[src/rtl/rrt_pkg.sv]
// shared types and constants for the register and ram transfer unit
package rrt_pkg;

   // ==========================================================
   // widths
   localparam int NIB_W = 4;          // one core data nibble
   localparam int FILE_W = 2;         // file pointer width
   localparam int PORT_W = 3;         // port-control register width
   localparam int BYTE_W = 2 * NIB_W; // byte register width
   localparam int DP_W = FILE_W + NIB_W; // data_pointer width

   // ==========================================================
   // pointer step constants
   localparam logic [NIB_W-1:0] COL_ONE = 4'h1;  // step size
   localparam logic [NIB_W-1:0] COL_ZERO = 4'h0; // wrap after inc
   localparam logic [NIB_W-1:0] COL_TOP = 4'hF;  // wrap after dec

   // ==========================================================
   // reset values of the architectural registers
   localparam logic [NIB_W-1:0] RST_NIB = 4'h0;
   localparam logic [FILE_W-1:0] RST_FILE = 2'h0;
   localparam logic [BYTE_W-1:0] RST_BYTE = 8'h00;
   localparam logic [PORT_W-1:0] RST_PORT = 3'h0;

   // ==========================================================
   // decoded operations presented by the instruction decoder
   typedef enum logic [3:0] {
      OP_NONE = 4'h0,         // any instruction outside this unit
      OP_AUX_TO_ACC = 4'h1,
      OP_ACC_TO_AUX = 4'h2,
      OP_COL_TO_ACC = 4'h3,
      OP_ACC_TO_COL = 4'h4,
      OP_PAIR_TO_BYTE = 4'h5,
      OP_BYTE_TO_PAIR = 4'h6,
      OP_ACC_TO_PORT = 4'h7,
      OP_POINTER_PAIR_LOAD = 4'h8,
      OP_COL_INC = 4'h9,
      OP_COL_DEC = 4'hA,
      OP_RAM_LOAD = 4'hB,
      OP_RAM_XCHG = 4'hC,
      OP_RAM_XCHG_DEC = 4'hD,
      OP_RAM_XCHG_INC = 4'hE,
      OP_ACC_IMM = 4'hF       // immediate accumulator load
   } rrt_op_t;

   // one instruction as handed to the unit
   typedef struct packed {
      rrt_op_t op;                 // decoded operation
      logic [FILE_W-1:0] imm_file; // x field or xor mask j
      logic [NIB_W-1:0] imm_nib;   // y field or immediate nibble
   } rrt_instr_t;

   // architectural registers as seen outside
   typedef struct packed {
      logic [NIB_W-1:0] acc;       // accumulator
      logic [NIB_W-1:0] aux;       // auxiliary register
      logic [FILE_W-1:0] file_ptr; // file pointer
      logic [NIB_W-1:0] col_ptr;   // column pointer
      logic [BYTE_W-1:0] byte_reg; // byte register
      logic [PORT_W-1:0] port_ctl; // port-control register
   } rrt_regs_t;

   localparam rrt_regs_t RST_REGS = '{
      acc: RST_NIB, aux: RST_NIB, file_ptr: RST_FILE,
      col_ptr: RST_NIB, byte_reg: RST_BYTE, port_ctl: RST_PORT};

   // sequencing states, gray along run -> skip -> run
   typedef enum logic [1:0] {
      ST_RUN = 2'b00,
      ST_SKIP = 2'b01
   } rrt_state_t;

endpackage

[src/rtl/rrt_col_step.sv]
// column pointer stepper with wrap detection
`timescale 1ns/100ps
module rrt_col_step (
   // pointer in
   input wire logic [rrt_pkg::NIB_W-1:0] col_in,
   input wire logic down_in,
   // stepped pointer out
   output logic [rrt_pkg::NIB_W-1:0] col_out,
   output logic wrap_out
);
   import rrt_pkg::*;

   // ==========================================================
   // step and wrap
   // one branch per direction: subtract when down_in is set, add otherwise
   always_comb begin
      if (down_in) begin
         col_out = col_in - COL_ONE;
         wrap_out = (col_out == COL_TOP);
      end else begin
         col_out = col_in + COL_ONE;
         wrap_out = (col_out == COL_ZERO);
      end
   end
endmodule // rrt_col_step

[src/rtl/rrt_ram.sv]
// nibble-wide data ram with one write and one async read port
`timescale 1ns/100ps
module rrt_ram #(
   parameter int ADDR_W = rrt_pkg::DP_W
) (
   // clock
   input wire logic clk_sys_in,
   // write port
   input wire logic wr_en_in,
   input wire logic [ADDR_W-1:0] addr_in,
   input wire logic [rrt_pkg::NIB_W-1:0] wr_data_in,
   // read port
   output logic [rrt_pkg::NIB_W-1:0] rd_data_out
);
   import rrt_pkg::*;

   // storage, not reset: contents survive core reset like backup ram
   logic [NIB_W-1:0] mem_q [2**ADDR_W];

   // ==========================================================
   // read is combinational so an exchange completes in one cycle
   always_comb begin
      rd_data_out = mem_q[addr_in];
   end

   // ==========================================================
   // write
   always_ff @(posedge clk_sys_in) begin
      if (wr_en_in) begin
         mem_q[addr_in] <= wr_data_in;
      end
   end
endmodule // rrt_ram

[src/rtl/rrt_exec.sv]
// execution unit for register, pointer and ram transfer instructions
//
// What this block does
// - aux to acc, carry untouched
// - acc to aux, carry untouched
// - column pointer to accumulator
// - accumulator to column pointer
// - aux high, acc low into byte
// - byte splits: high aux, low acc
// - accumulator into port-control register
// - pair load sets file and column
// - consecutive pair loads after first skipped
// - increment column, skip on zero
// - decrement column, skip on fifteen
// - ram word into acc, ram unchanged
// - exchange acc with pointed ram word
// - file pointer xor immediate after ram
// - exchange-decrement also steps column down, skips
// - exchange-increment also steps column up, skips
`timescale 1ns/100ps
module rrt_exec (
   // clock and reset
   input wire logic clk_sys_in,
   input wire logic rst_n_in,
   // instruction stream, one per instruction cycle
   input wire logic instr_valid_in,
   input wire rrt_pkg::rrt_instr_t instr_in,
   // architectural state
   output rrt_pkg::rrt_regs_t regs_out,
   output logic [rrt_pkg::DP_W-1:0] data_pointer_out,
   // sequencing status
   output logic skip_pend_out,
   output logic skipped_out
);
   import rrt_pkg::*;

   // ==========================================================
   // state record
   typedef struct packed {
      rrt_state_t fsm;   // run or skip-next
      rrt_regs_t regs;   // architectural registers
      logic skip_pend;   // registered copy of the skip state
      logic prev_pair;   // last consumed word was a pair load
      logic skipped;     // pulse: last word was consumed unexecuted
   } rrt_state_rec_t;

   localparam rrt_state_rec_t RST_STATE = '{
      fsm: ST_RUN, regs: RST_REGS, skip_pend: 1'b0,
      prev_pair: 1'b0, skipped: 1'b0};

   rrt_state_rec_t s_q; // current state
   rrt_state_rec_t s_d; // next state

   // ram side signals
   logic [DP_W-1:0] dp;              // current data pointer
   logic [NIB_W-1:0] ram_rd;         // pointed_ram_word
   logic ram_we;                     // write strobe for exchanges
   logic [NIB_W-1:0] ram_wd;         // value written back

   // stepper signals
   logic step_down;                  // direction of column step
   logic [NIB_W-1:0] col_stepped;    // stepped column pointer
   logic col_wrap;                   // stepped value wrapped

   // decode helpers
   logic is_pair;                    // current word is a pair load
   logic chain_skip;                 // pair load inside a chain

   // ==========================================================
   // helper functions

   // join file and column pointers into the ram address
   function automatic logic [DP_W-1:0] make_dp(
      input logic [FILE_W-1:0] f,
      input logic [NIB_W-1:0] c
   );
      make_dp = {f, c};
   endfunction

   // true for every ram access form
   function automatic logic is_ram_op(input rrt_op_t op);
      is_ram_op = (op == OP_RAM_LOAD) || (op == OP_RAM_XCHG) ||
                  (op == OP_RAM_XCHG_DEC) || (op == OP_RAM_XCHG_INC);
   endfunction

   // true for the forms that write the ram back
   function automatic logic is_xchg_op(input rrt_op_t op);
      is_xchg_op = (op == OP_RAM_XCHG) ||
                   (op == OP_RAM_XCHG_DEC) ||
                   (op == OP_RAM_XCHG_INC);
   endfunction

   // true for the forms that step the column downward
   function automatic logic is_down_op(input rrt_op_t op);
      is_down_op = (op == OP_COL_DEC) || (op == OP_RAM_XCHG_DEC);
   endfunction

   // ==========================================================
   // data pointer from the current register pair
   always_comb begin
      dp = make_dp(s_q.regs.file_ptr, s_q.regs.col_ptr);
   end

   // ==========================================================
   // data ram
   rrt_ram #(
      .ADDR_W(DP_W)
   ) u_ram (
      .clk_sys_in(clk_sys_in),
      .wr_en_in(ram_we),
      .addr_in(dp),
      .wr_data_in(ram_wd),
      .rd_data_out(ram_rd)
   );

   // ==========================================================
   // column stepper, shared by all stepping forms
   always_comb begin
      step_down = is_down_op(instr_in.op);
   end

   rrt_col_step u_step (
      .col_in(s_q.regs.col_ptr),
      .down_in(step_down),
      .col_out(col_stepped),
      .wrap_out(col_wrap)
   );

   // ==========================================================
   // pair-load chain detection
   // a chain is any run of pair loads, including ones that were
   // skipped for another reason, so the chain never restarts
   always_comb begin
      is_pair = (instr_in.op == OP_POINTER_PAIR_LOAD);
      chain_skip = is_pair && s_q.prev_pair;
   end

   // ==========================================================
   // ram write strobe: only exchanges that really execute
   // a skipped exchange must leave the ram alone
   always_comb begin
      ram_we = 1'b0;
      ram_wd = s_q.regs.acc;
      if (instr_valid_in && (s_q.fsm == ST_RUN) &&
          is_xchg_op(instr_in.op)) begin
         ram_we = 1'b1;
      end
   end

   // ==========================================================
   // next-state logic
   always_comb begin
      s_d = s_q;
      s_d.skipped = 1'b0;
      if (instr_valid_in) begin
         // every consumed word updates the chain marker
         s_d.prev_pair = is_pair;
         case (s_q.fsm)
            ST_SKIP: begin
               // word fetched, cycle used, nothing changes
               s_d.fsm = ST_RUN;
               s_d.skip_pend = 1'b0;
               s_d.skipped = 1'b1;
            end
            ST_RUN: begin
               if (chain_skip) begin
                  // later pair loads of a chain do nothing
                  s_d.skipped = 1'b1;
               end else begin
                  case (instr_in.op)
                     OP_AUX_TO_ACC: begin
                        s_d.regs.acc = s_q.regs.aux;
                     end
                     OP_ACC_TO_AUX: begin
                        s_d.regs.aux = s_q.regs.acc;
                     end
                     OP_COL_TO_ACC: begin
                        s_d.regs.acc = s_q.regs.col_ptr;
                     end
                     OP_ACC_TO_COL: begin
                        s_d.regs.col_ptr = s_q.regs.acc;
                     end
                     OP_PAIR_TO_BYTE: begin
                        // aux is the upper nibble
                        s_d.regs.byte_reg =
                           {s_q.regs.aux, s_q.regs.acc};
                     end
                     OP_BYTE_TO_PAIR: begin
                        s_d.regs.aux =
                           s_q.regs.byte_reg[BYTE_W-1:NIB_W];
                        s_d.regs.acc =
                           s_q.regs.byte_reg[NIB_W-1:0];
                     end
                     OP_ACC_TO_PORT: begin
                        // register is narrower than a nibble
                        s_d.regs.port_ctl =
                           s_q.regs.acc[PORT_W-1:0];
                     end
                     OP_POINTER_PAIR_LOAD: begin
                        s_d.regs.file_ptr = instr_in.imm_file;
                        s_d.regs.col_ptr = instr_in.imm_nib;
                     end
                     OP_COL_INC: begin
                        s_d.regs.col_ptr = col_stepped;
                        if (col_wrap) begin
                           s_d.fsm = ST_SKIP;
                           s_d.skip_pend = 1'b1;
                        end
                     end
                     OP_COL_DEC: begin
                        s_d.regs.col_ptr = col_stepped;
                        if (col_wrap) begin
                           s_d.fsm = ST_SKIP;
                           s_d.skip_pend = 1'b1;
                        end
                     end
                     OP_RAM_LOAD: begin
                        // read only, no write strobe for this form
                        s_d.regs.acc = ram_rd;
                     end
                     OP_RAM_XCHG: begin
                        // ram side is written by the strobe above
                        s_d.regs.acc = ram_rd;
                     end
                     OP_RAM_XCHG_DEC: begin
                        s_d.regs.acc = ram_rd;
                        s_d.regs.col_ptr = col_stepped;
                        if (col_wrap) begin
                           s_d.fsm = ST_SKIP;
                           s_d.skip_pend = 1'b1;
                        end
                     end
                     OP_RAM_XCHG_INC: begin
                        s_d.regs.acc = ram_rd;
                        s_d.regs.col_ptr = col_stepped;
                        if (col_wrap) begin
                           s_d.fsm = ST_SKIP;
                           s_d.skip_pend = 1'b1;
                        end
                     end
                     OP_ACC_IMM: begin
                        // lets the core seed the accumulator
                        s_d.regs.acc = instr_in.imm_nib;
                     end
                     default: begin
                        // words for other units leave state alone
                        s_d.regs = s_q.regs;
                     end
                  endcase
                  // file pointer xor follows the access; the ram
                  // address was already formed from the old value
                  if (is_ram_op(instr_in.op)) begin
                     s_d.regs.file_ptr =
                        s_q.regs.file_ptr ^ instr_in.imm_file;
                  end
               end
            end
            default: begin
               // illegal encoding: return to a safe state
               s_d.fsm = ST_RUN;
               s_d.skip_pend = 1'b0;
            end
         endcase
      end
   end

   // ==========================================================
   // state register, synchronous reset
   always_ff @(posedge clk_sys_in) begin
      if (!rst_n_in) begin
         s_q <= RST_STATE;
      end else begin
         s_q <= s_d;
      end
   end

   // ==========================================================
   // outputs, all straight from the state register
   always_comb begin
      regs_out = s_q.regs;
      skip_pend_out = s_q.skip_pend;
      skipped_out = s_q.skipped;
   end

   // data pointer output is the flop pair itself
   always_comb begin
      data_pointer_out = make_dp(s_q.regs.file_ptr,
                                 s_q.regs.col_ptr);
   end

endmodule // rrt_exec

[config.mk]
export PLATFORM = sky130hd
export DESIGN_NAME = rrt_exec
export DESIGN_NICKNAME = d
export VERILOG_FILES = /design/src/rtl/rrt_pkg.sv /design/src/rtl/rrt_col_step.sv /design/src/rtl/rrt_ram.sv /design/src/rtl/rrt_exec.sv
export SDC_FILE = /design/constraint.sdc
export NUM_CORES = 1
export LEC_CHECK = 0
export BUFFER_PORTS_ARGS = -buffer_cell sky130_fd_sc_hd__buf_4
export CAP_MARGIN = 20
export CELL_PAD_IN_SITES_DETAIL_PLACEMENT = 1
export CELL_PAD_IN_SITES_GLOBAL_PLACEMENT = 1
export CORE_MARGIN = 2
export CORE_UTILIZATION = 50
export CTS_BUF_LIST = sky130_fd_sc_hd__clkbuf_4 sky130_fd_sc_hd__clkbuf_8
export CTS_CLUSTER_SIZE = 28
export DETAILED_ROUTE_END_ITERATION = 7
export PLACE_DENSITY_LB_ADDON = 0.25
export SLEW_MARGIN = 20
export SYNTH_ARGS = -nofsm -noshare
export SYNTH_HDL_FRONTEND = slang
export SYNTH_SLANG_ARGS = --single-unit
[constraint.sdc]
create_clock -name clk_sys_in -period 5.2 [get_ports clk_sys_in]
set_clock_uncertainty 0.2 [all_clocks]
set_input_delay 1.04 -clock clk_sys_in [delete_from_list [all_inputs] [get_ports clk_sys_in]]
set_output_delay 1.04 -clock clk_sys_in [all_outputs]
set_load 0.01 [all_outputs]
**Word level (Yosys, flattened, before mapping)**

Memories as Yosys holds them, arrays and structs flattened.
Index checks and enable logic that the tools add are counted.
Widths: inputs -> output; s select.

- Register bits after elaboration: 30
- RAM bits: 256
- Bits of input ports: 13
- Output and inout bits: 33
- Logic and storage cells: 81
- Memories: 1

Memories:

| name | depth | bits a word | rd ports | clocked after memory_dff | write ports | RTL line | text |
|---|---|---|---|---|---|---|---|
| u_ram.mem_q | 64 | 4 | 1 | 0 | 1 | rrt_ram.sv:18 | `logic [NIB_W-1:0] mem_q [2**ADDR_W];` |

- Add/subtract/negate cells: 2
- Equality and inequality tests: 20
- Muxes and demuxes: 21
- Bitwise gates (word level): 2
- Reductions and logical operators: 25

Operators by type and width:

| operator | number |
|---|---|
| $eq 4x4->1 const B | 9 |
| $mux 28 | 1 |
| $reduce_and 4->1 | 7 |
| $pmux 4 s5 | 1 |
| $eq 4x3->1 const B | 4 |
| $pmux 4 s3 | 1 |
| $mux 2 | 5 |
| $eq 4x2->1 const B | 2 |
| $mux 1 | 8 |
| $mux 8 | 1 |
| $pmux 4 s2 | 1 |
| $reduce_or 4->1 | 2 |
| $logic_or 1x1->1 | 6 |
| $ne 2x2->1 const B | 3 |
| $reduce_bool 5->1 | 1 |
| $add 4x1->4 const B | 1 |
| $eq 4x1->1 const B | 1 |
| $logic_not 4->1 | 1 |
| $mux 4 | 1 |
| $reduce_bool 2->1 | 2 |
| $sub 4x1->4 const B | 1 |
| $logic_and 1x1->1 | 3 |
| $mux 3 | 1 |
| $reduce_bool 3->1 | 1 |
| 6 further kinds | 6 |

**Logic depth before layout (Yosys ltp)**

Gate-level depths: netlist (run 1).

- Word-level depth: 7
- Gate-level depth with buffers: 10
- Depth with buffers taken out: 6

**By module**

A second synthesis (run 1) with hierarchy kept.

- Cells, all modules: 867
- Area, all modules: 12453.2 sq um

By module, submodules not included:

| module | instances | cells each | area each (sq um) | sequential area each (sq um) |
|---|---|---|---|---|
| rrt_ram | 1 | 631 | 10393.7 | 7687.4 |
| rrt_exec | 1 | 214 | 1889.3 | 560.5 |
| rrt_col_step | 1 | 22 | 170.2 | 0.0 |

**Worst setup path after synthesis (run 1)**

No wires, ideal clock.

- Kind: input port to flip-flop
- From: input port instr_in[7] in the netlist's numbering
- To: memory u_ram.mem_q[30][0] (enable)
- Setup time: 0.330 ns
- Data arrival time: 2.220 ns
- Data required time: 4.670 ns
- Setup slack: 2.449 ns
- Stages: 6
- Buffers on the path: 2
- Cells stage by stage: buf_2 -> and2_1 -> buf_6 -> nor4b_4 -> nand2_1 -> nor2_1

- Word-level cells in the longest chain between the ends: 7
- Elaborated cells between the ends (all ways): 9
- Those cells by class: eq/ne (3); mux (3); reduce/logical (3)

Ends and longest elaborated chain:

| what | RTL line | text |
|---|---|---|
| start: declaration | rrt_exec.sv:27 | `input wire rrt_pkg::rrt_instr_t instr_in,` |
| $eq 4x4->1, on equally long branches | rrt_exec.sv:88, rrt_exec.sv:89 |  |
| $logic_or 1x1->1 | rrt_exec.sv:88 | `is_xchg_op = (op == OP_RAM_XCHG) \|\|` |
| $logic_or 1x1->1 * | rrt_exec.sv:89 | `(op == OP_RAM_XCHG_DEC) \|\|` |
| $logic_and 1x1->1 * | rrt_exec.sv:144 | `if (instr_valid_in && (s_q.fsm == ST_RUN) &&` |
| $mux 1 * | rrt_exec.sv:144 |  |
| $mux 1 * | rrt_ram.sv:29 | `if (wr_en_in) begin` |
| $mux 1 (implied by the code) * | rrt_ram.sv:30 | `mem_q[addr_in] <= wr_data_in;` |
| end: declaration | rrt_ram.sv:18 |  |

Mark *: on every way between the ends. The rest lies on a longest branch, timed or not.

**Final worst setup path (run 1)**

- From: register s_q (netlist bit data_pointer_out[0])
- To: memory u_ram.mem_q[23][1] (enable)

RTL lines:

| what | RTL line | text |
|---|---|---|
| start: declaration | rrt_exec.sv:51 | `rrt_state_rec_t s_q;` |
| start signal: assignment | rrt_exec.sv:271 | `s_q <= RST_STATE;` |
| start signal: assignment | rrt_exec.sv:273 | `s_q <= s_d;` |

No word-level cell before the write port.

==> impl_metrics.json, run 1 <==
{
  "status": "complete, no violations",
  "ys_types": 77,
  "yosys.area_share.simple_pct": 8.30,
  "drcViolationCount": 0,
  "pin_count": 46,
  "io_buffers": 45,
  "critPathLaunchType": "register",
  "fin_crit_ns": 3.31,
  "ctsHoldBuffers": 0,
  "cp-end-kind": "register",
  "drt_first_pass_iters": 5,
  "pre_cts_ws_ns": 1.81,
  "holdWs_ns": 0.316,
  "leakagePower_nw": 4.53,
  "root_buffer": "clkbuf_8",
  "synth_seq_cells": 284,
  "final.setup.worst_slack_ns": 1.89,
  "cap_viol_max_count": 0,
  "post-cts-setup-buffers": 0,
  "synth_top_family_by_area": "compound AO/OA/AOI/OAI gates",
  "stdcell_count": 1263,
  "synth_edf_count": 256,
  "die_y_um": 162,
  "required_ns": 5.22,
  "hp-class": "register to register",
  "antenna_cells": 0,
  "via_count": 7678,
  "seq_area_frac_synth_pct": 66.1,
  "drv_slew": 0,
  "synth_area_um2": 12500,
  "muxShareOfSynthArea_pct": 9.11,
  "hpwlAfterDp_mm": 19.8,
  "drt_iter0_markers": 729,
  "overflow": 0,
  "htreeDepth": 2,
  "avgSynthCellArea_um2": 14.2,
  "final_util_pct": 56.1,
  "cts.sinks": 284,
  "antenna_found_initial": 0,
  "relSlewSlack_pct": 27.3,
  "synth_xor_area_share_pct": 0.140,
  "power_density_nw_per_um2": 350,
  "grt_setup_unrepaired": "false",
  "layout_worst_path_cycle_share_pct": 63.6,
  "die_x_um": 162,
  "dieArea_um2": 26300,
  "mostFrequentLayoutCells": "edfxtp_1, nor2_1, mux2i_1",
  "cts_buffers": 46,
  "place_congestion": 0.825,
  "setup_viol": 0,
  "area_growth_pct": 9.50,
  "grt_pass1_wl_mm": 48.1,
  "hold_viol_final": 0,
  "max-vdd-ir-drop_mv": 0.222,
  "grt_max_degree": 70,
  "clk_latency_ns": 0.57,
  "syn_nets": 896,
  "worstSetupPathType": "register to register",
  "synth-compound-area-share_pct": 11.2,
  "grtUsageTotal_pct": 24.6,
  "post_cts_resized": 0,
  "cts_tree": "built",
  "core_um2": 24400,
  "final_common_cell": "edfxtp_1",
  "synthAdderAreaFrac_pct": 0.200,
  "synthCells": 881,
  "dpl.cell_count": 1180,
  "synth_ff_type": "edfxtp_1",
  "cts_buffer_depth": 3,
  "max_freq_mhz": 303,
  "grt_pass1_vias": 8135,
  "final_antenna_net_count": 0,
  "viasPerCell": 6.08,
  "tns_ns": 0,
  "cp_max_fo": 23,
  "totalWireLength_mm": 31.8,
  "drive_gt1_share_pct": 19.9,
  "nets": 919,
  "fp-row-count": 57,
  "async_flop_share_pct": 0,
  "cp.arrival_ns": 3.32,
  "clkTransAtPathRegs_ns": 0.06,
  "routedWlPerCell_um": 25.2,
  "worst_slew_pin_slew_ns": 1.09,
  "yosysWarnings": 0,
  "start_util_pct": 51.2,
  "num-fill-cells": 2378
}
synthesized netlist by cell type (all sizes together) (3+ instances only):
cell | number | area [µm²]
nor3b | 4 | 30.0
o21a | 3 | 22.5
o211ai | 3 | 22.5
o22ai | 9 | 56.3
and3b | 4 | 35.0
a22o | 11 | 96.3
a21oi | 38 | 198
mux2i | 78 | 781
mux2 | 20 | 244
a22oi | 35 | 263
edfxtp | 256 | 7690
a211oi | 10 | 80.1
nand3 | 14 | 70.1
nor2 | 98 | 370
a222oi | 4 | 40.0
buf | 72 | 551
a221oi | 15 | 169
nand2b | 5 | 31.3
o21ai | 27 | 143
nand2 | 44 | 165
mux4 | 5 | 113
dfxtp | 28 | 561
or3b | 3 | 26.3
a31oi | 5 | 31.3
o211a | 7 | 70.1
clkbuf | 15 | 56.3
inv | 4 | 15.0
nor3 | 7 | 40.0
and2 | 9 | 66.3
nand3b | 4 | 30.0
nor2b | 7 | 43.8
routing by layer:
layer	track usage, %	wire length, µm	up-vias
li1	-	-	3411
met1	31.7	13100	3888
met2	40.0	15100	303
met3	5.82	2410	76
met4	10.5	1100	0
met5	0	0	-
per-stage QoR:
step,area [µm²],power [W]
CTS,13700,0.00481
global placement,12800,0.00293
global route,13700,0.00494
finish,13700,0.00479
detailed placement,12800,0.00294
floorplan,12500,0.00281
final timing paths:
path / depth (start not counted) / start / end / slack [ns]
setup / recovery: 4 / data_pointer_out[0]$_SDFFE_PN0P_ / u_ram.mem_q[23][1]$_DFFE_PP_ / 1.89
hold / removal: 2 / regs_out[1]$_SDFFE_PN0P_ / regs_out[1]$_SDFFE_PN0P_ / 0.32
setup reg to reg: 4 / data_pointer_out[0]$_SDFFE_PN0P_ / u_ram.mem_q[23][1]$_DFFE_PP_ / 1.89
hold reg to reg: 2 / regs_out[1]$_SDFFE_PN0P_ / regs_out[1]$_SDFFE_PN0P_ / 0.32
cell families (layout without fill, tap and decap cells):
family                   Yosys count  after routing
AO/OA/AOI/OAI                    188            188
AND/OR/NAND/NOR                  210            210
XOR/XNOR                           2              2
buffers and inverters             92            150
flip-flops                       284            284
multiplexers                     103            103
adder cells (fa/ha/maj)            2              2
power breakdown:
group / switching, W / internal [W]
clock: 0.000861 / 0.00103
combinational: 0.000237 / 0.000114
sequential: 0.0000222 / 0.00252
total: 0.00112 / 0.00367
registers in the layout, summed over array words and instances, names as in the netlist:
name and count:
s_q 2, ram_wd 4, u_ram.mem_q 256, skipped_out 1, data_pointer_out 6, regs_out 15
worst max-delay path, stage by stage, from the launching register on:
cell,delay (ns)
dfxtp_1,0.34
buf_4,0.31
and2_1,0.91
nand2_1,0.65
nor2_1,0.54
final cells by class:
cell class                      instances  area, µm²  share of cell area (%)
Timing Repair Buffer                   62        478                    3.50
Clock buffer                           59        737                    5.39
Tap cell                              324        405                    2.96
Sequential cell                       284       8260                    60.4
Clock inverter                         24        161                    1.18
Multi-Input combinational cell        505       3620                    26.4
Inverter                                5       18.8                   0.137
No activity file was read; power rests on OpenSTA's default activity.
==> inputs of run 2 (changes only) <==
- clock period: 5.2 -> 3.3 ns (I/O delays scaled with it)
==> impl_metrics.json, run 2 (synthesized netlist as in run 1, its figures left out) <==
{
  "final_antenna_net_count": 0,
  "final.setup.worst_slack_ns": 0.217,
  "cts_buffer_depth": 3,
  "ctsHoldBuffers": 0,
  "drive_gt1_share_pct": 21.5,
  "tns_ns": 0,
  "start_util_pct": 51.2,
  "setup_viol": 0,
  "clkTransAtPathRegs_ns": 0.05,
  "drv_slew": 0,
  "largest_register": "u_ram.mem_q",
  "final_util_pct": 56.7,
  "totalWireLength_mm": 33.0,
  "holdWs_ns": 0.141,
  "antenna_found_initial": 0,
  "die_y_um": 162,
  "num-fill-cells": 2405,
  "max_freq_mhz": 324,
  "pin_count": 46,
  "critPathLaunchType": "register",
  "cts_buffers": 47,
  "hpwlAfterDp_mm": 21.5,
  "max-vdd-ir-drop_mv": 0.375,
  "post-cts-setup-buffers": 0,
  "htreeDepth": 2,
  "cts_tree": "built",
  "die_x_um": 162,
  "leakagePower_nw": 4.63,
  "crit_chain": "buf_4 -> clkinv_1 -> mux4_2 -> o21ai_1 -> a22oi_1 -> o211ai_1 -> o22a_1",
  "worstSetupPathType": "register to register",
  "cts.sinks": 284,
  "grt_max_degree": 60,
  "pre_cts_ws_ns": 0.253,
  "cp_max_fo": 18,
  "cap_viol_max_count": 0,
  "dieArea_um2": 26300,
  "cp_top_family": "buffers and inverters",
  "viasPerCell": 6.09,
  "area_growth_pct": 10.8,
  "status": "complete, no violations",
  "nets": 941,
  "routedWlPerCell_um": 25.7,
  "final_common_cell": "edfxtp_1",
  "multi_input_area_um2": 3620,
  "drcViolationCount": 0,
  "overflow": 0,
  "seq_area_um2": 8260,
  "largest_reg_flops": 256,
  "mostFrequentLayoutCells": "edfxtp_1, nor2_1, buf_4",
  "grtUsageTotal_pct": 25.5,
  "grt_pass1_vias": 8044,
  "hp-class": "input port to register",
  "fp-row-count": 57,
  "cp.arrival_ns": 3.36,
  "relSlewSlack_pct": 36.8,
  "post_cts_resized": 0,
  "grt_pass1_wl_mm": 49.9,
  "required_ns": 3.58,
  "antenna_cells": 0,
  "layout_worst_path_cycle_share_pct": 93.4,
  "max_stage_delay_ns": 0.79,
  "grt_setup_unrepaired": "false",
  "hold_viol_final": 0,
  "fin_crit_ns": 3.08,
  "io_buffers": 45,
  "drt_iter0_markers": 711,
  "core_um2": 24400,
  "cp_num_buf_inv": 2,
  "via_count": 7816,
  "drt_first_pass_iters": 6,
  "clk_latency_ns": 0.55,
  "root_buffer": "clkbuf_8",
  "place_congestion": 0.861,
  "slowest_stage": "mux4_2",
  "cp-end-kind": "register",
  "worst_slew_pin_slew_ns": 0.941,
  "power_density_nw_per_um2": 547
}
==> run 2: cell count changes in the layout (fill, tap and decap cells not counted), sizes merged <==
cell | before | now
buf | 62 | 83
clkinv | 21 | 20
inv | 5 | 4
clkbuf | 59 | 61
==> run 2: routing by layer <==
layer / share of wire [%] / up-vias / global-route usage (%) / routed length [µm]
met4: 3.3 / 0 / 9.37 / 1080
met2: 47 / 322 / 41.0 / 15600
met1: 43 / 3958 / 35.3 / 14200
met3: 6.5 / 78 / 4.34 / 2150
li1: - / 3458 / - / -
met5: 0 / - / 0 / 0
==> run 2: worst paths after layout <==
check	from	to	slack [ns]	depth (start not counted)
setup reg to reg	data_pointer_out[0]$_SDFFE_PN0P_	ram_wd[1]$_SDFFE_PN0P_	0.22	7
setup / recovery	data_pointer_out[0]$_SDFFE_PN0P_	ram_wd[1]$_SDFFE_PN0P_	0.22	7
hold / removal	instr_in[4]	data_pointer_out[4]$_SDFFE_PN0P_	0.14	3
hold reg to reg	regs_out[1]$_SDFFE_PN0P_	regs_out[1]$_SDFFE_PN0P_	0.32	2
==> run 2: area by class of cell <==
| class | count | share of cell area (%) |
|---|---|---|
| Clock buffer | 61 | 5.43 |
| Timing Repair Buffer | 83 | 4.68 |
| Clock inverter | 22 | 1.03 |
| Inverter | 5 | 0.136 |
| Multi-Input combinational cell | 505 | 26.1 |
| Tap cell | 324 | 2.93 |
| Sequential cell | 284 | 59.7 |
==> run 2: tightest hold or removal path, stage by stage <==
cell and delay, ns:
buf_4 0.08, a21oi_1 0.04, nor2_1 0.07
==> run 2: where the power goes <==
part,internal [W],switching [W]
Sequential,0.00397,0.0000521
Clock,0.00164,0.00134
Combinational,0.000195,0.000370
Total,0.00581,0.00176
==> run 2: per-stage QoR <==
step | power [W] | cell area [µm²] | instances
4_1_cts | 0.00762 | 13800 | 1284
3_5_place_dp | 0.00466 | 12900 | 1201
5_1_grt | 0.00781 | 13800 | 1284
2_1_floorplan | 0.00444 | 12500 | 881
3_3_place_gp | 0.00464 | 12900 | 1201
6_report | 0.00756 | 13800 | 1284
